===== src/shared/camac_map.vh =====
// constants for the arithmetic datapath: register indices, field positions,
// reset values, operation codes and divider timing.
// assumes inclusion by bare name from the design file.
`ifndef CAMAC_MAP_VH
`define CAMAC_MAP_VH

// ----------------------------------------------------------------------------
// register indices on the register port
// ----------------------------------------------------------------------------
`define CAMAC_REG_CONFIG      4'h0
`define CAMAC_REG_STATUS      4'h1
`define CAMAC_REG_TRAP_EN     4'h2
`define CAMAC_REG_ACCA_LO     4'h4
`define CAMAC_REG_ACCA_HI     4'h5
`define CAMAC_REG_ACCA_UP     4'h6
`define CAMAC_REG_ACCB_LO     4'h8
`define CAMAC_REG_ACCB_HI     4'h9
`define CAMAC_REG_ACCB_UP     4'hA

// ----------------------------------------------------------------------------
// core_config_reg fields and reset value
// ----------------------------------------------------------------------------
`define CAMAC_CFG_FRAC_INT    0
`define CAMAC_CFG_ROUND       1
`define CAMAC_CFG_SIGN_MODE   2
`define CAMAC_CFG_CLAMP_WIDTH 4
`define CAMAC_CFG_MEM_CLAMP   5
`define CAMAC_CFG_CLAMP_B     6
`define CAMAC_CFG_CLAMP_A     7
`define CAMAC_CFG_MASK        16'h00F7
`define CAMAC_CFG_RESET       16'h0020

// ----------------------------------------------------------------------------
// cpu_status_reg fields, trap enable fields
// ----------------------------------------------------------------------------
`define CAMAC_ST_BORROW       0
`define CAMAC_ST_NULL         1
`define CAMAC_ST_MSB          2
`define CAMAC_ST_ARITH        3
`define CAMAC_ST_HALF         4
`define CAMAC_ST_ANY_CLAMP    10
`define CAMAC_ST_ANY_GOVF     11
`define CAMAC_ST_B_CLAMP      12
`define CAMAC_ST_A_CLAMP      13
`define CAMAC_ST_B_GOVF       14
`define CAMAC_ST_A_GOVF       15
`define CAMAC_TE_A            0
`define CAMAC_TE_B            1

// ----------------------------------------------------------------------------
// operation codes
// ----------------------------------------------------------------------------
`define CAMAC_OP_ADD          5'h00
`define CAMAC_OP_SUB          5'h01
`define CAMAC_OP_AND          5'h02
`define CAMAC_OP_IOR          5'h03
`define CAMAC_OP_XOR          5'h04
`define CAMAC_OP_SHL          5'h05
`define CAMAC_OP_LSR          5'h06
`define CAMAC_OP_ASR          5'h07
`define CAMAC_OP_INT_PRODUCT  5'h08
`define CAMAC_OP_DIVIDE       5'h09
`define CAMAC_OP_CLEAR        5'h0A
`define CAMAC_OP_SQ_DIST      5'h0B
`define CAMAC_OP_SQ_DIST_ACC  5'h0C
`define CAMAC_OP_MULT_ACCUM   5'h0D
`define CAMAC_OP_PREFETCH     5'h0E
`define CAMAC_OP_MULT_LOAD    5'h0F
`define CAMAC_OP_NEG_MULT     5'h10
`define CAMAC_OP_MULT_SUB     5'h11
`define CAMAC_OP_ACC_ADD      5'h12
`define CAMAC_OP_ACC_SUB      5'h13
`define CAMAC_OP_ACC_NEG      5'h14
`define CAMAC_OP_ACC_LOAD     5'h15
`define CAMAC_OP_ACC_ADD_SH   5'h16
`define CAMAC_OP_STORE_RND    5'h17

// ----------------------------------------------------------------------------
// divider timing and saturation values
// ----------------------------------------------------------------------------
`define CAMAC_DIV_STEPS       5'h10
`define CAMAC_MAX39           40'h7FFFFFFFFF
`define CAMAC_MIN39           40'h8000000000
`define CAMAC_MAX31           40'h007FFFFFFF
`define CAMAC_MIN31           40'hFF80000000
`define CAMAC_RND_HALF        40'h0000008000

`endif


===== src/rtl/camac_core.v =====
// arithmetic datapath: 16-bit integer unit, shared 17x17 multiplier,
// iterative divider and the 40-bit accumulator engine with saturation.
// assumes the instruction decoder supplies operands from the working registers
// or memory and writes back res_lo/res_hi; one operation at a time.
//
// Strobed register access and the placing of the registers were left to the implementer.
`include "camac_map.vh"
`timescale 1ns/1ns
`default_nettype none

module camac_core (
  input  wire        clock,
  input  wire        rst,
  input  wire        op_valid,
  input  wire [4:0]  op_code,
  input  wire        op_byte,
  input  wire        op_a_signed,
  input  wire        op_b_signed,
  input  wire        op_literal,
  input  wire        op_long,
  input  wire        op_acc_b,
  input  wire [4:0]  op_shift,
  input  wire [15:0] op_a,
  input  wire [15:0] op_b,
  input  wire [15:0] op_hi,
  output wire        op_ready,
  output reg         res_valid,
  output reg  [15:0] res_lo,
  output reg  [15:0] res_hi,
  output reg  [15:0] quotient_reg,
  output reg  [15:0] remainder_reg,
  output wire [15:0] cpu_status_reg,
  output reg         arith_trap,
  output reg  [39:0] acc_a,
  output reg  [39:0] acc_b,
  input  wire [3:0]  reg_addr,
  input  wire [15:0] reg_wdata,
  input  wire        reg_wr,
  input  wire        reg_rd,
  output reg  [15:0] reg_rdata
);

  // --------------------------------------------------------------------------
  // functions
  // --------------------------------------------------------------------------
  // signed 17x17 multiply, keeps the 33 meaningful bits
  function [32:0] mul17;
    input [16:0] x;
    input [16:0] y;
    reg   [33:0] p;
    begin
      p = $signed(x) * $signed(y);
      mul17 = p[32:0];
    end
  endfunction

  // barrel shift: positive count shifts right arithmetically, negative left
  function [39:0] barrel40;
    input [39:0] v;
    input [4:0]  sh;
    begin
      if (sh[4]) begin
        barrel40 = v << (5'h00 - sh);
      end else begin
        barrel40 = $signed(v) >>> sh;
      end
    end
  endfunction

  // --------------------------------------------------------------------------
  // state
  // --------------------------------------------------------------------------
  reg  [15:0] core_config_reg;
  reg  [1:0]  trap_en;
  reg         borrow_flag;
  reg         all_null_flag;
  reg         msb_flag;
  reg         arith_flag;
  reg         half_borrow_flag;
  reg         acc_a_guard_ovf;
  reg         acc_b_guard_ovf;
  reg         acc_a_clamped;
  reg         acc_b_clamped;
  reg         div_run;
  reg  [4:0]  div_cnt;
  reg  [15:0] div_rem;
  reg  [15:0] div_dq;
  reg  [15:0] div_dvs;
  reg         div_qneg;
  reg         div_rneg;

  // --------------------------------------------------------------------------
  // combinational datapath signals
  // --------------------------------------------------------------------------
  reg  [15:0] alu_bt;
  reg         alu_cin;
  reg  [16:0] sum16;
  reg  [8:0]  sum8;
  reg  [4:0]  sum4;
  reg  [15:0] alu_r;
  reg         alu_c;
  reg         alu_ov;
  reg         alu_dc;
  reg         alu_arith;
  reg         alu_en;
  reg  [15:0] sq_diff;
  reg  [16:0] mx;
  reg  [16:0] my;
  reg  [32:0] prod;
  reg  [32:0] scaled;
  reg  [39:0] prod40;
  reg  [39:0] acc_src;
  reg  [39:0] acc_oth;
  reg  [39:0] load40;
  reg         add_en;
  reg  [39:0] add_x;
  reg  [39:0] add_y;
  reg         add_sub;
  reg  [39:0] ytr;
  reg  [39:0] sum40;
  reg         cat_ovf;
  reg         true_neg;
  reg         guard_mix;
  reg         mix31;
  reg         sat_en;
  reg         sat_hit;
  reg  [39:0] next_acc;
  reg  [39:0] rnd40;
  reg  [15:0] store_word;
  reg  [16:0] div_t;
  reg  [15:0] next_q;
  reg  [15:0] next_r;
  reg  [31:0] dvd_mag;
  reg  [15:0] dvs_mag;
  reg         dvd_neg;
  reg         dvs_neg;

  wire op_take = op_valid & ~div_run;
  wire frac_mode = ~core_config_reg[`CAMAC_CFG_FRAC_INT];
  wire dsp_signed = ~core_config_reg[`CAMAC_CFG_SIGN_MODE];

  // no overlap
  // new work is refused while the divider iterates
  assign op_ready = ~div_run;

  assign cpu_status_reg = {acc_a_guard_ovf, acc_b_guard_ovf, acc_a_clamped, acc_b_clamped,
                           acc_a_guard_ovf | acc_b_guard_ovf,
                           acc_a_clamped | acc_b_clamped, 5'h00,
                           half_borrow_flag, arith_flag, msb_flag, all_null_flag,
                           borrow_flag};

  // --------------------------------------------------------------------------
  // integer unit
  // --------------------------------------------------------------------------
  // add and subtract share one adder; logic and shifts beside it
  always @* begin
    alu_bt    = op_b;
    alu_cin   = 1'b0;
    alu_r     = 16'h0000;
    alu_arith = 1'b0;
    alu_en    = 1'b1;
    // inverted borrow
    // subtract adds the complement with carry-in set, so carry means no borrow
    if (op_code == `CAMAC_OP_SUB) begin
      alu_bt  = ~op_b;
      alu_cin = 1'b1;
    end
    sum16 = {1'b0, op_a} + {1'b0, alu_bt} + {16'h0000, alu_cin};
    sum8  = {1'b0, op_a[7:0]} + {1'b0, alu_bt[7:0]} + {8'h00, alu_cin};
    sum4  = {1'b0, op_a[3:0]} + {1'b0, alu_bt[3:0]} + {4'h0, alu_cin};
    case (op_code)
      `CAMAC_OP_ADD, `CAMAC_OP_SUB: begin
        alu_r     = op_byte ? {op_a[15:8], sum8[7:0]} : sum16[15:0];
        alu_arith = 1'b1;
      end
      `CAMAC_OP_AND: alu_r = op_a & op_b;
      `CAMAC_OP_IOR: alu_r = op_a | op_b;
      `CAMAC_OP_XOR: alu_r = op_a ^ op_b;
      `CAMAC_OP_SHL: alu_r = op_a << op_b[3:0];
      `CAMAC_OP_LSR: alu_r = op_a >> op_b[3:0];
      `CAMAC_OP_ASR: alu_r = $signed(op_a) >>> op_b[3:0];
      default: alu_en = 1'b0;
    endcase
    // byte or word
    // byte results keep the upper byte of the first operand
    if (op_byte & (op_code != `CAMAC_OP_ADD) & (op_code != `CAMAC_OP_SUB)) begin
      alu_r = {op_a[15:8], alu_r[7:0]};
    end
    alu_c  = op_byte ? sum8[8] : sum16[16];
    alu_dc = op_byte ? sum4[4] : sum8[8];
    alu_ov = op_byte ? ((op_a[7] == alu_bt[7]) & (sum8[7] != op_a[7]))
                     : ((op_a[15] == alu_bt[15]) & (sum16[15] != op_a[15]));
  end

  // --------------------------------------------------------------------------
  // shared multiplier, scaler, accumulator adder and saturation
  // --------------------------------------------------------------------------
  always @* begin
    sq_diff = op_a - op_b;
    if (op_code == `CAMAC_OP_INT_PRODUCT) begin
      if (op_byte) begin
        mx = {9'h000, op_a[7:0]};
        my = {9'h000, op_b[7:0]};
      end else begin
        mx = {op_a_signed & op_a[15], op_a};
        my = op_literal ? {12'h000, op_b[4:0]} : {op_b_signed & op_b[15], op_b};
      end
    end else if ((op_code == `CAMAC_OP_SQ_DIST) | (op_code == `CAMAC_OP_SQ_DIST_ACC)) begin
      mx = {sq_diff[15], sq_diff};
      my = {sq_diff[15], sq_diff};
    end else begin
      mx = {dsp_signed & op_a[15], op_a};
      my = {dsp_signed & op_b[15], op_b};
    end
    prod = mul17(mx, my);
    scaled = frac_mode ? {prod[31:0], 1'b0} : prod;
    prod40 = {{7{scaled[32]}}, scaled};
    acc_src = op_acc_b ? acc_b : acc_a;
    acc_oth = op_acc_b ? acc_a : acc_b;
    load40  = barrel40({{8{op_a[15]}}, op_a, 16'h0000}, op_shift);
    add_en  = 1'b1;
    add_x   = 40'h0000000000;
    add_y   = 40'h0000000000;
    add_sub = 1'b0;
    case (op_code)
      `CAMAC_OP_CLEAR: add_sub = 1'b0;
      `CAMAC_OP_SQ_DIST: add_y = prod40;
      `CAMAC_OP_SQ_DIST_ACC, `CAMAC_OP_MULT_ACCUM: begin
        add_x = acc_src;
        add_y = prod40;
      end
      `CAMAC_OP_MULT_LOAD: add_y = prod40;
      `CAMAC_OP_NEG_MULT: begin
        add_y   = prod40;
        add_sub = 1'b1;
      end
      `CAMAC_OP_MULT_SUB: begin
        add_x   = acc_src;
        add_y   = prod40;
        add_sub = 1'b1;
      end
      `CAMAC_OP_ACC_ADD: begin
        add_x = acc_src;
        add_y = acc_oth;
      end
      `CAMAC_OP_ACC_SUB: begin
        add_x   = acc_src;
        add_y   = acc_oth;
        add_sub = 1'b1;
      end
      `CAMAC_OP_ACC_NEG: begin
        add_y   = acc_src;
        add_sub = 1'b1;
      end
      `CAMAC_OP_ACC_LOAD: add_y = load40;
      `CAMAC_OP_ACC_ADD_SH: begin
        add_x = acc_src;
        add_y = load40;
      end
      default: add_en = 1'b0;
    endcase
    ytr   = add_sub ? ~add_y : add_y;
    sum40 = add_x + ytr + {39'h0000000000, add_sub};
    cat_ovf   = (add_x[39] == ytr[39]) & (sum40[39] != add_x[39]);
    true_neg  = cat_ovf ? add_x[39] : sum40[39];
    guard_mix = (sum40[39:32] != 8'h00) & (sum40[39:32] != 8'hFF);
    mix31     = (sum40[39:31] != 9'h000) & (sum40[39:31] != 9'h1FF);
    sat_en = op_acc_b ? core_config_reg[`CAMAC_CFG_CLAMP_B]
                      : core_config_reg[`CAMAC_CFG_CLAMP_A];
    sat_hit  = 1'b0;
    next_acc = sum40;
    if (sat_en & core_config_reg[`CAMAC_CFG_CLAMP_WIDTH] & cat_ovf) begin
      sat_hit  = 1'b1;
      next_acc = true_neg ? `CAMAC_MIN39 : `CAMAC_MAX39;
    end else if (sat_en & ~core_config_reg[`CAMAC_CFG_CLAMP_WIDTH] & (cat_ovf | mix31)) begin
      sat_hit  = 1'b1;
      next_acc = true_neg ? `CAMAC_MIN31 : `CAMAC_MAX31;
    end
    // rounding style
    // convergent rounding leaves an exact half on an even value alone
    if (core_config_reg[`CAMAC_CFG_ROUND] & (acc_src[16:0] == 17'h08000)) begin
      rnd40 = acc_src;
    end else begin
      rnd40 = acc_src + `CAMAC_RND_HALF;
    end
    store_word = rnd40[31:16];
    if (core_config_reg[`CAMAC_CFG_MEM_CLAMP] & (rnd40[39:31] != 9'h000)
        & (rnd40[39:31] != 9'h1FF)) begin
      store_word = rnd40[39] ? 16'h8000 : 16'h7FFF;
    end
  end

  // --------------------------------------------------------------------------
  // divider operand preparation and one restoring step
  // --------------------------------------------------------------------------
  always @* begin
    // long dividend
    // upper half comes from the odd register of the pair on op_hi
    dvd_neg = op_a_signed & (op_long ? op_hi[15] : op_a[15]);
    dvs_neg = op_a_signed & op_b[15];
    dvd_mag = op_long ? {op_hi, op_a} : {{16{dvd_neg}}, op_a};
    if (dvd_neg) begin
      dvd_mag = 32'h00000000 - dvd_mag;
    end
    dvs_mag = dvs_neg ? (16'h0000 - op_b) : op_b;
    div_t  = {div_rem, div_dq[15]} - {1'b0, div_dvs};
    next_q = {div_dq[14:0], ~div_t[16]};
    next_r = div_t[16] ? {div_rem[14:0], div_dq[15]} : div_t[15:0];
  end

  // --------------------------------------------------------------------------
  // registers: operation execution and register port
  // --------------------------------------------------------------------------
  always @(posedge clock) begin
    if (rst) begin
      core_config_reg  <= `CAMAC_CFG_RESET;
      trap_en          <= 2'b00;
      borrow_flag      <= 1'b0;
      all_null_flag    <= 1'b0;
      msb_flag         <= 1'b0;
      arith_flag       <= 1'b0;
      half_borrow_flag <= 1'b0;
      acc_a_guard_ovf  <= 1'b0;
      acc_b_guard_ovf  <= 1'b0;
      acc_a_clamped    <= 1'b0;
      acc_b_clamped    <= 1'b0;
      acc_a            <= 40'h0000000000;
      acc_b            <= 40'h0000000000;
      res_valid        <= 1'b0;
      res_lo           <= 16'h0000;
      res_hi           <= 16'h0000;
      quotient_reg     <= 16'h0000;
      remainder_reg    <= 16'h0000;
      arith_trap       <= 1'b0;
      reg_rdata        <= 16'h0000;
      div_run          <= 1'b0;
      div_cnt          <= 5'h00;
      div_rem          <= 16'h0000;
      div_dq           <= 16'h0000;
      div_dvs          <= 16'h0000;
      div_qneg         <= 1'b0;
      div_rneg         <= 1'b0;
    end else begin
      res_valid  <= 1'b0;
      arith_trap <= 1'b0;
      // register reads answer one cycle later
      if (reg_rd) begin
        case (reg_addr)
          `CAMAC_REG_CONFIG:  reg_rdata <= core_config_reg;
          `CAMAC_REG_STATUS:  reg_rdata <= cpu_status_reg;
          `CAMAC_REG_TRAP_EN: reg_rdata <= {14'h0000, trap_en};
          `CAMAC_REG_ACCA_LO: reg_rdata <= acc_a[15:0];
          `CAMAC_REG_ACCA_HI: reg_rdata <= acc_a[31:16];
          `CAMAC_REG_ACCA_UP: reg_rdata <= {8'h00, acc_a[39:32]};
          `CAMAC_REG_ACCB_LO: reg_rdata <= acc_b[15:0];
          `CAMAC_REG_ACCB_HI: reg_rdata <= acc_b[31:16];
          `CAMAC_REG_ACCB_UP: reg_rdata <= {8'h00, acc_b[39:32]};
          default:            reg_rdata <= 16'h0000;
        endcase
      end
      // software writes; hardware updates below take priority
      if (reg_wr) begin
        case (reg_addr)
          `CAMAC_REG_CONFIG:  core_config_reg <= reg_wdata & `CAMAC_CFG_MASK;
          `CAMAC_REG_TRAP_EN: trap_en <= reg_wdata[1:0];
          `CAMAC_REG_STATUS: begin
            borrow_flag      <= reg_wdata[`CAMAC_ST_BORROW];
            all_null_flag    <= reg_wdata[`CAMAC_ST_NULL];
            msb_flag         <= reg_wdata[`CAMAC_ST_MSB];
            arith_flag       <= reg_wdata[`CAMAC_ST_ARITH];
            half_borrow_flag <= reg_wdata[`CAMAC_ST_HALF];
            acc_a_clamped    <= acc_a_clamped & reg_wdata[`CAMAC_ST_A_CLAMP];
            acc_b_clamped    <= acc_b_clamped & reg_wdata[`CAMAC_ST_B_CLAMP];
          end
          default: ;
        endcase
      end
      if (op_take & alu_en) begin
        res_lo        <= alu_r;
        res_hi        <= 16'h0000;
        res_valid     <= 1'b1;
        all_null_flag <= op_byte ? (alu_r[7:0] == 8'h00) : (alu_r == 16'h0000);
        msb_flag      <= op_byte ? alu_r[7] : alu_r[15];
        if (alu_arith) begin
          borrow_flag      <= alu_c;
          arith_flag       <= alu_ov;
          half_borrow_flag <= alu_dc;
        end
      end
      if (op_take & (op_code == `CAMAC_OP_INT_PRODUCT)) begin
        res_lo    <= prod[15:0];
        res_hi    <= op_byte ? 16'h0000 : prod[31:16];
        res_valid <= 1'b1;
      end
      if (op_take & add_en) begin
        res_valid <= 1'b1;
        res_lo    <= sq_diff;
        res_hi    <= 16'h0000;
        if (op_acc_b) begin
          acc_b           <= next_acc;
          acc_b_guard_ovf <= guard_mix;
          // set wins over a software clear; without a clamp the clear stands
          if (sat_hit) begin
            acc_b_clamped <= 1'b1;
          end
          arith_trap      <= guard_mix & trap_en[`CAMAC_TE_B];
        end else begin
          acc_a           <= next_acc;
          acc_a_guard_ovf <= guard_mix;
          if (sat_hit) begin
            acc_a_clamped <= 1'b1;
          end
          arith_trap      <= guard_mix & trap_en[`CAMAC_TE_A];
        end
      end
      if (op_take & ((op_code == `CAMAC_OP_PREFETCH) | (op_code == `CAMAC_OP_STORE_RND))) begin
        res_lo    <= store_word;
        res_hi    <= 16'h0000;
        res_valid <= 1'b1;
      end
      if (op_take & (op_code == `CAMAC_OP_DIVIDE)) begin
        div_run  <= 1'b1;
        div_cnt  <= 5'h00;
        div_rem  <= dvd_mag[31:16];
        div_dq   <= dvd_mag[15:0];
        div_dvs  <= dvs_mag;
        div_qneg <= dvd_neg ^ dvs_neg;
        div_rneg <= dvd_neg;
      end
      if (div_run) begin
        div_rem <= next_r;
        div_dq  <= next_q;
        div_cnt <= div_cnt + 5'h01;
        if (div_cnt == (`CAMAC_DIV_STEPS - 5'h01)) begin
          div_run       <= 1'b0;
          quotient_reg  <= div_qneg ? (16'h0000 - next_q) : next_q;
          remainder_reg <= div_rneg ? (16'h0000 - next_r) : next_r;
          res_lo        <= div_qneg ? (16'h0000 - next_q) : next_q;
          res_hi        <= div_rneg ? (16'h0000 - next_r) : next_r;
          res_valid     <= 1'b1;
        end
      end
    end
  end

endmodule

`default_nettype wire


===== config.mk =====
export PLATFORM = sky130hd
export DESIGN_NAME = camac_core
export DESIGN_NICKNAME = d
export VERILOG_FILES = /design/src/rtl/camac_core.v
export VERILOG_INCLUDE_DIRS = /design/src /design/src/shared
export SDC_FILE = /design/constraint.sdc
export NUM_CORES = 2
export LEC_CHECK = 0
export ABC_AREA = 0
export ABC_CLOCK_PERIOD_IN_PS = 14400
export BUFFER_PORTS_ARGS = -buffer_cell sky130_fd_sc_hd__buf_4
export CAP_MARGIN = 5
export CORE_MARGIN = 4
export CORE_UTILIZATION = 45
export CTS_CLUSTER_SIZE = 8
export DETAILED_ROUTE_END_ITERATION = 16
export GPL_TIMING_DRIVEN = 0
export PLACE_DENSITY = 0.73
export SLEW_MARGIN = 20
export SYNTH_ARGS = -nofsm -noshare
export SYNTH_HDL_FRONTEND = slang
export SYNTH_SLANG_ARGS = --single-unit

===== constraint.sdc =====
create_clock -name clock -period 14.4 [get_ports clock]
set_clock_uncertainty 0.15 [all_clocks]
set_input_delay 0 -clock clock [delete_from_list [all_inputs] [get_ports clock]]
set_output_delay 0 -clock clock [all_outputs]
set_load 0.005 [all_outputs]

==> summary.txt <==
CTS
  – CTS clk-pin slew, worst paths: roughly 0.050 ns
  – CTS tree: built
  – Bufs on Longest Clock Path: 3
  – CTS buffer count: 35
  – Number of clock sinks: about 240
  – Worst-Skew Late Latency: 0.53 ns
  – Root buf cell: clkbuf_16
  – H-Tree Depth: 2

Detailed routing
  – Total Wirelength: 178.7 mm
  – Routed WL per cell: 29.61 um
  – Via density: 6.493
  – Routed Antenna Nets: 0
  – DRT iter0 DRCs: ~5,700
  – DR pass1 iterations: 8
  – # DRC: 0
  – Vias: 39,180

Floorplan
  – Die Wd: 287.4 um
  – Die area: 0.08257 mm^2
  – Row Count: 102
  – Die height: 287.4 um
  – Core Box Area: 0.07734 mm^2
  – Initial core utilization: 0.4541
  – I/O pin total: 268

Timing
  – Fmax achieved: between 70 and 80 MHz
  – Final Slew Violations: 0
  – Final hold vios: 0
  – Worst-margin pin slew: 1.377 ns
  – Endpoints failing setup: 0
  – Minimum clock period: approximately 14 ns
  – Rel. slew slack: 0.07545
  – Fin crit share: 0.9758

Min path
  – Startpoint of the worst hold path: op_hi[11]
  – Hold Path End: div_rem[11]$_SDFFE_PP0P_
  – Hold depth: 6
  – Worst Hold Class: input pin to register

Outcome
  – Status: completed

Placement
  – GP Congestion: 1.100
  – PortBufs: 252
  – Placed Cells: 5,934
  – Final HPWL DP: 145.5 mm

Final layout
  – Fin cells: 6,034
  – Largest regs: acc_a (40), acc_b (40)
  – NumNets Final: roughly 5,600
  – Fill count: 7,656
  – Area Growth Syn to Fin: 14.77%
  – Layout cells sized above 1: 0.1003

Synthesis
  – Unique masters post-synth: 101
  – Ys async rst share: 0
  – Number of flops mapped to enable cells by yosys: 0
  – Seq cells post-synth: 236
  – Synth warnings: 0
  – Cells after Synth: about 4,600
  – Synth Cell Area: 0.03512 mm^2
  – Synth Flop Type: dfxtp_1
  – Mapped Avg Cell Area: 7.575 um^2
  – Seq/Total Area, Yosys: 0.1345

Global routing
  – Initial antenna violation count: 14
  – Largest net degree at the start of global routing: 18
  – Global route total overflow: 0
  – Vias in the first global route: 36,560
  – First-pass GRT wire length: 254.9 mm
  – Gr usage total: 0.4165

Job
  – Max cap viols: 0

Setup path
  – R2R setup slack: between 1 and 1.5 ns
  – CP peak stage delay: approximately 0.68 ns
  – CP Launch Type: input pin
  – Critical R2R Launch: core_config_reg[2]$_SDFFE_PP0P_
  – Worst Setup End Kind: register
  – Worst EP arrival: 14.26 ns
  – R2R cell count: 41
  – Slowest-stage cell, CP: clkbuf_1
  – Worst r2r dst: acc_b[8]$_SDFFE_PP0P_
  – Critical path peak fanout: 10
  – CP required: roughly 15 ns
  – Crit Path Class: input pin to register
  – Most frequent CP cell: fa_1
==> kinds of logic (layout without fill, tap and decap cells) <==
| logic type | Yosys count | in the layout | share of synthesized area |
|---|---|---|---|
| xor gates and xnor gates | 213 | 213 | 0.05312 |
| AOI/OAI and AO/OA | 1282 | 1282 | 0.2453 |
| muxes | 163 | 163 | 0.05437 |
| adders and majority gates | 506 | 506 | 0.2431 |
| and+or+nand+nor | 1496 | 1496 | 0.1871 |
| other | 1 | 13 | 0.0001068 |
| DFF | 236 | 236 | 0.1345 |
| buffers and inverters | 739 | 1085 | 0.08231 |
==> layout make-up <==
| class | count | area [um^2] | share of cell area |
|---|---|---|---|
| Antenna cell | 8 | 20.02 | 0.0004967 |
| Buffer | 286 | 1205 | 0.02990 |
| Clock inverter | 3 | 30.03 | 0.0007451 |
| Clock buffer | 37 | 904.6 | 0.02245 |
| Timing Repair Buffer | 316 | 2490 | 0.06178 |
| Multi-Input combinational cell | 3665 | 27950 | 0.6935 |
| Sequential cell | 236 | 4725 | 0.1172 |
| Tap cell | 1040 | 1301 | 0.03229 |
| Inverter | 443 | 1675 | 0.04157 |
==> cell usage after synthesis (40+ instances only) <==
cell type    n  share of area
a211oi_1    79          0.017
a31oi_1     52         0.0093
dfxtp_1    236           0.13
a21o_1      89          0.019
inv_1      437          0.047
clkbuf_1   232          0.025
mux2i_1    124          0.035
nand3_1     72          0.010
nand2_1    508          0.054
xor2_1      55          0.014
o21ai_0    232          0.033
ha_1       212          0.076
fa_1       294           0.17
a221oi_1    40          0.010
a22oi_1     72          0.015
xnor2_1    158          0.039
a311oi_1    42          0.010
nor3_1      77          0.011
nor2_1     581          0.062
a21oi_1    337          0.048
==> repair_timing <==
action                     in CTS  in global routing
pin swaps                       1                  4
hold endpoints to repair       44                  1
hold buffers                   48                  1
gates resized for setup        32                 56
setup endpoints to repair      85                 85
setup buffers                   4                  9
==> cell usage in the layout, fill, tap and decap left out, types with 25 or more instances in the layout <==
cell           netlist  layout
nor2_1             581     574
nand2_1            508     508
inv_1              437     434
a21oi_1            337     326
fa_1               294     294
buf_4               20     285
dfxtp_1            236     236
o21ai_0            232     230
clkbuf_1           232     214
ha_1               212     211
xnor2_1            158     143
mux2i_1            124     123
a21o_1              89      81
a211oi_1            79      78
nor3_1              77      74
nand3_1             72      72
a22oi_1             72      72
a31oi_1             52      50
xor2_1              55      50
dlygate4sd3_1        0      49
a311oi_1            42      41
a221oi_1            40      40
clkbuf_16            0      36
nand2b_1            34      34
a222oi_1            31      31
buf_1               31      30
and2_1              28      28
and3_1              28      28
o211ai_1            27      27
nor2b_1             25      25
==> worst max-delay path, delay by kind of cell <==
kind | cells | cell delay (ns)
AOI/OAI and AO/OA | 14 | 3.57
adders and majority gates | 9 | 4.26
buffers and inverters | 10 | 2.76
and+or+nand+nor | 13 | 3.05
muxes | 2 | 0.59
==> how the worst max path moves through the flow <==
stage	depth (start not counted)	startpoint	slack (ns)	end
floorplan	56	op_a[0]	2.39	acc_b[9]$_SDFFE_PP0P_
global placement	58	op_a[0]	-2.40	acc_b[12]$_SDFFE_PP0P_
detailed placement	55	op_a[0]	-2.38	acc_b[12]$_SDFFE_PP0P_
CTS	57	op_a[1]	0.03	acc_b[12]$_SDFFE_PP0P_
global route	55	op_a[0]	-0.03	acc_b[30]$_SDFFE_PP0P_
finish	48	op_a[11]	0.35	acc_b[8]$_SDFFE_PP0P_
==> stage by stage <==
stage / setup WS, ns / utilization / hold WS, ns / area, um^2 / setup TNS (ns)
after detailed placement: -2.382 / 0.4962 / 0.1346 / 38380 / -177.54
after global routing: -0.03116 / 0.5209 / 0.05257 / 40280 / -0.1858
after global placement: -2.399 / 0.4955 / 0.1241 / 38320 / -177.76
after floorplan: 2.392 / - / -0.002510 / 35130 / 0
final: 0.3485 / 0.5211 / 0.02412 / 40300 / 0
after CTS: 0.02723 / 0.5167 / 0.003641 / 39960 / 0
==> routing by layer <==
layer / vias up / part of all wire / track usage / routed length (um)
li1: 16850 / - / - / -
met1: 18880 / 0.40 / 0.5660 / 71480
met2: 2794 / 0.41 / 0.6053 / 72720
met3: 641 / 0.13 / 0.1228 / 23560
met4: 22 / 0.060 / 0.1968 / 10700
met5: - / 0.0011 / 0.005357 / 196
Power is left out: the tool's default activity adds up to more than one toggle a clock period on the data nets, which glitch-free logic cannot reach.
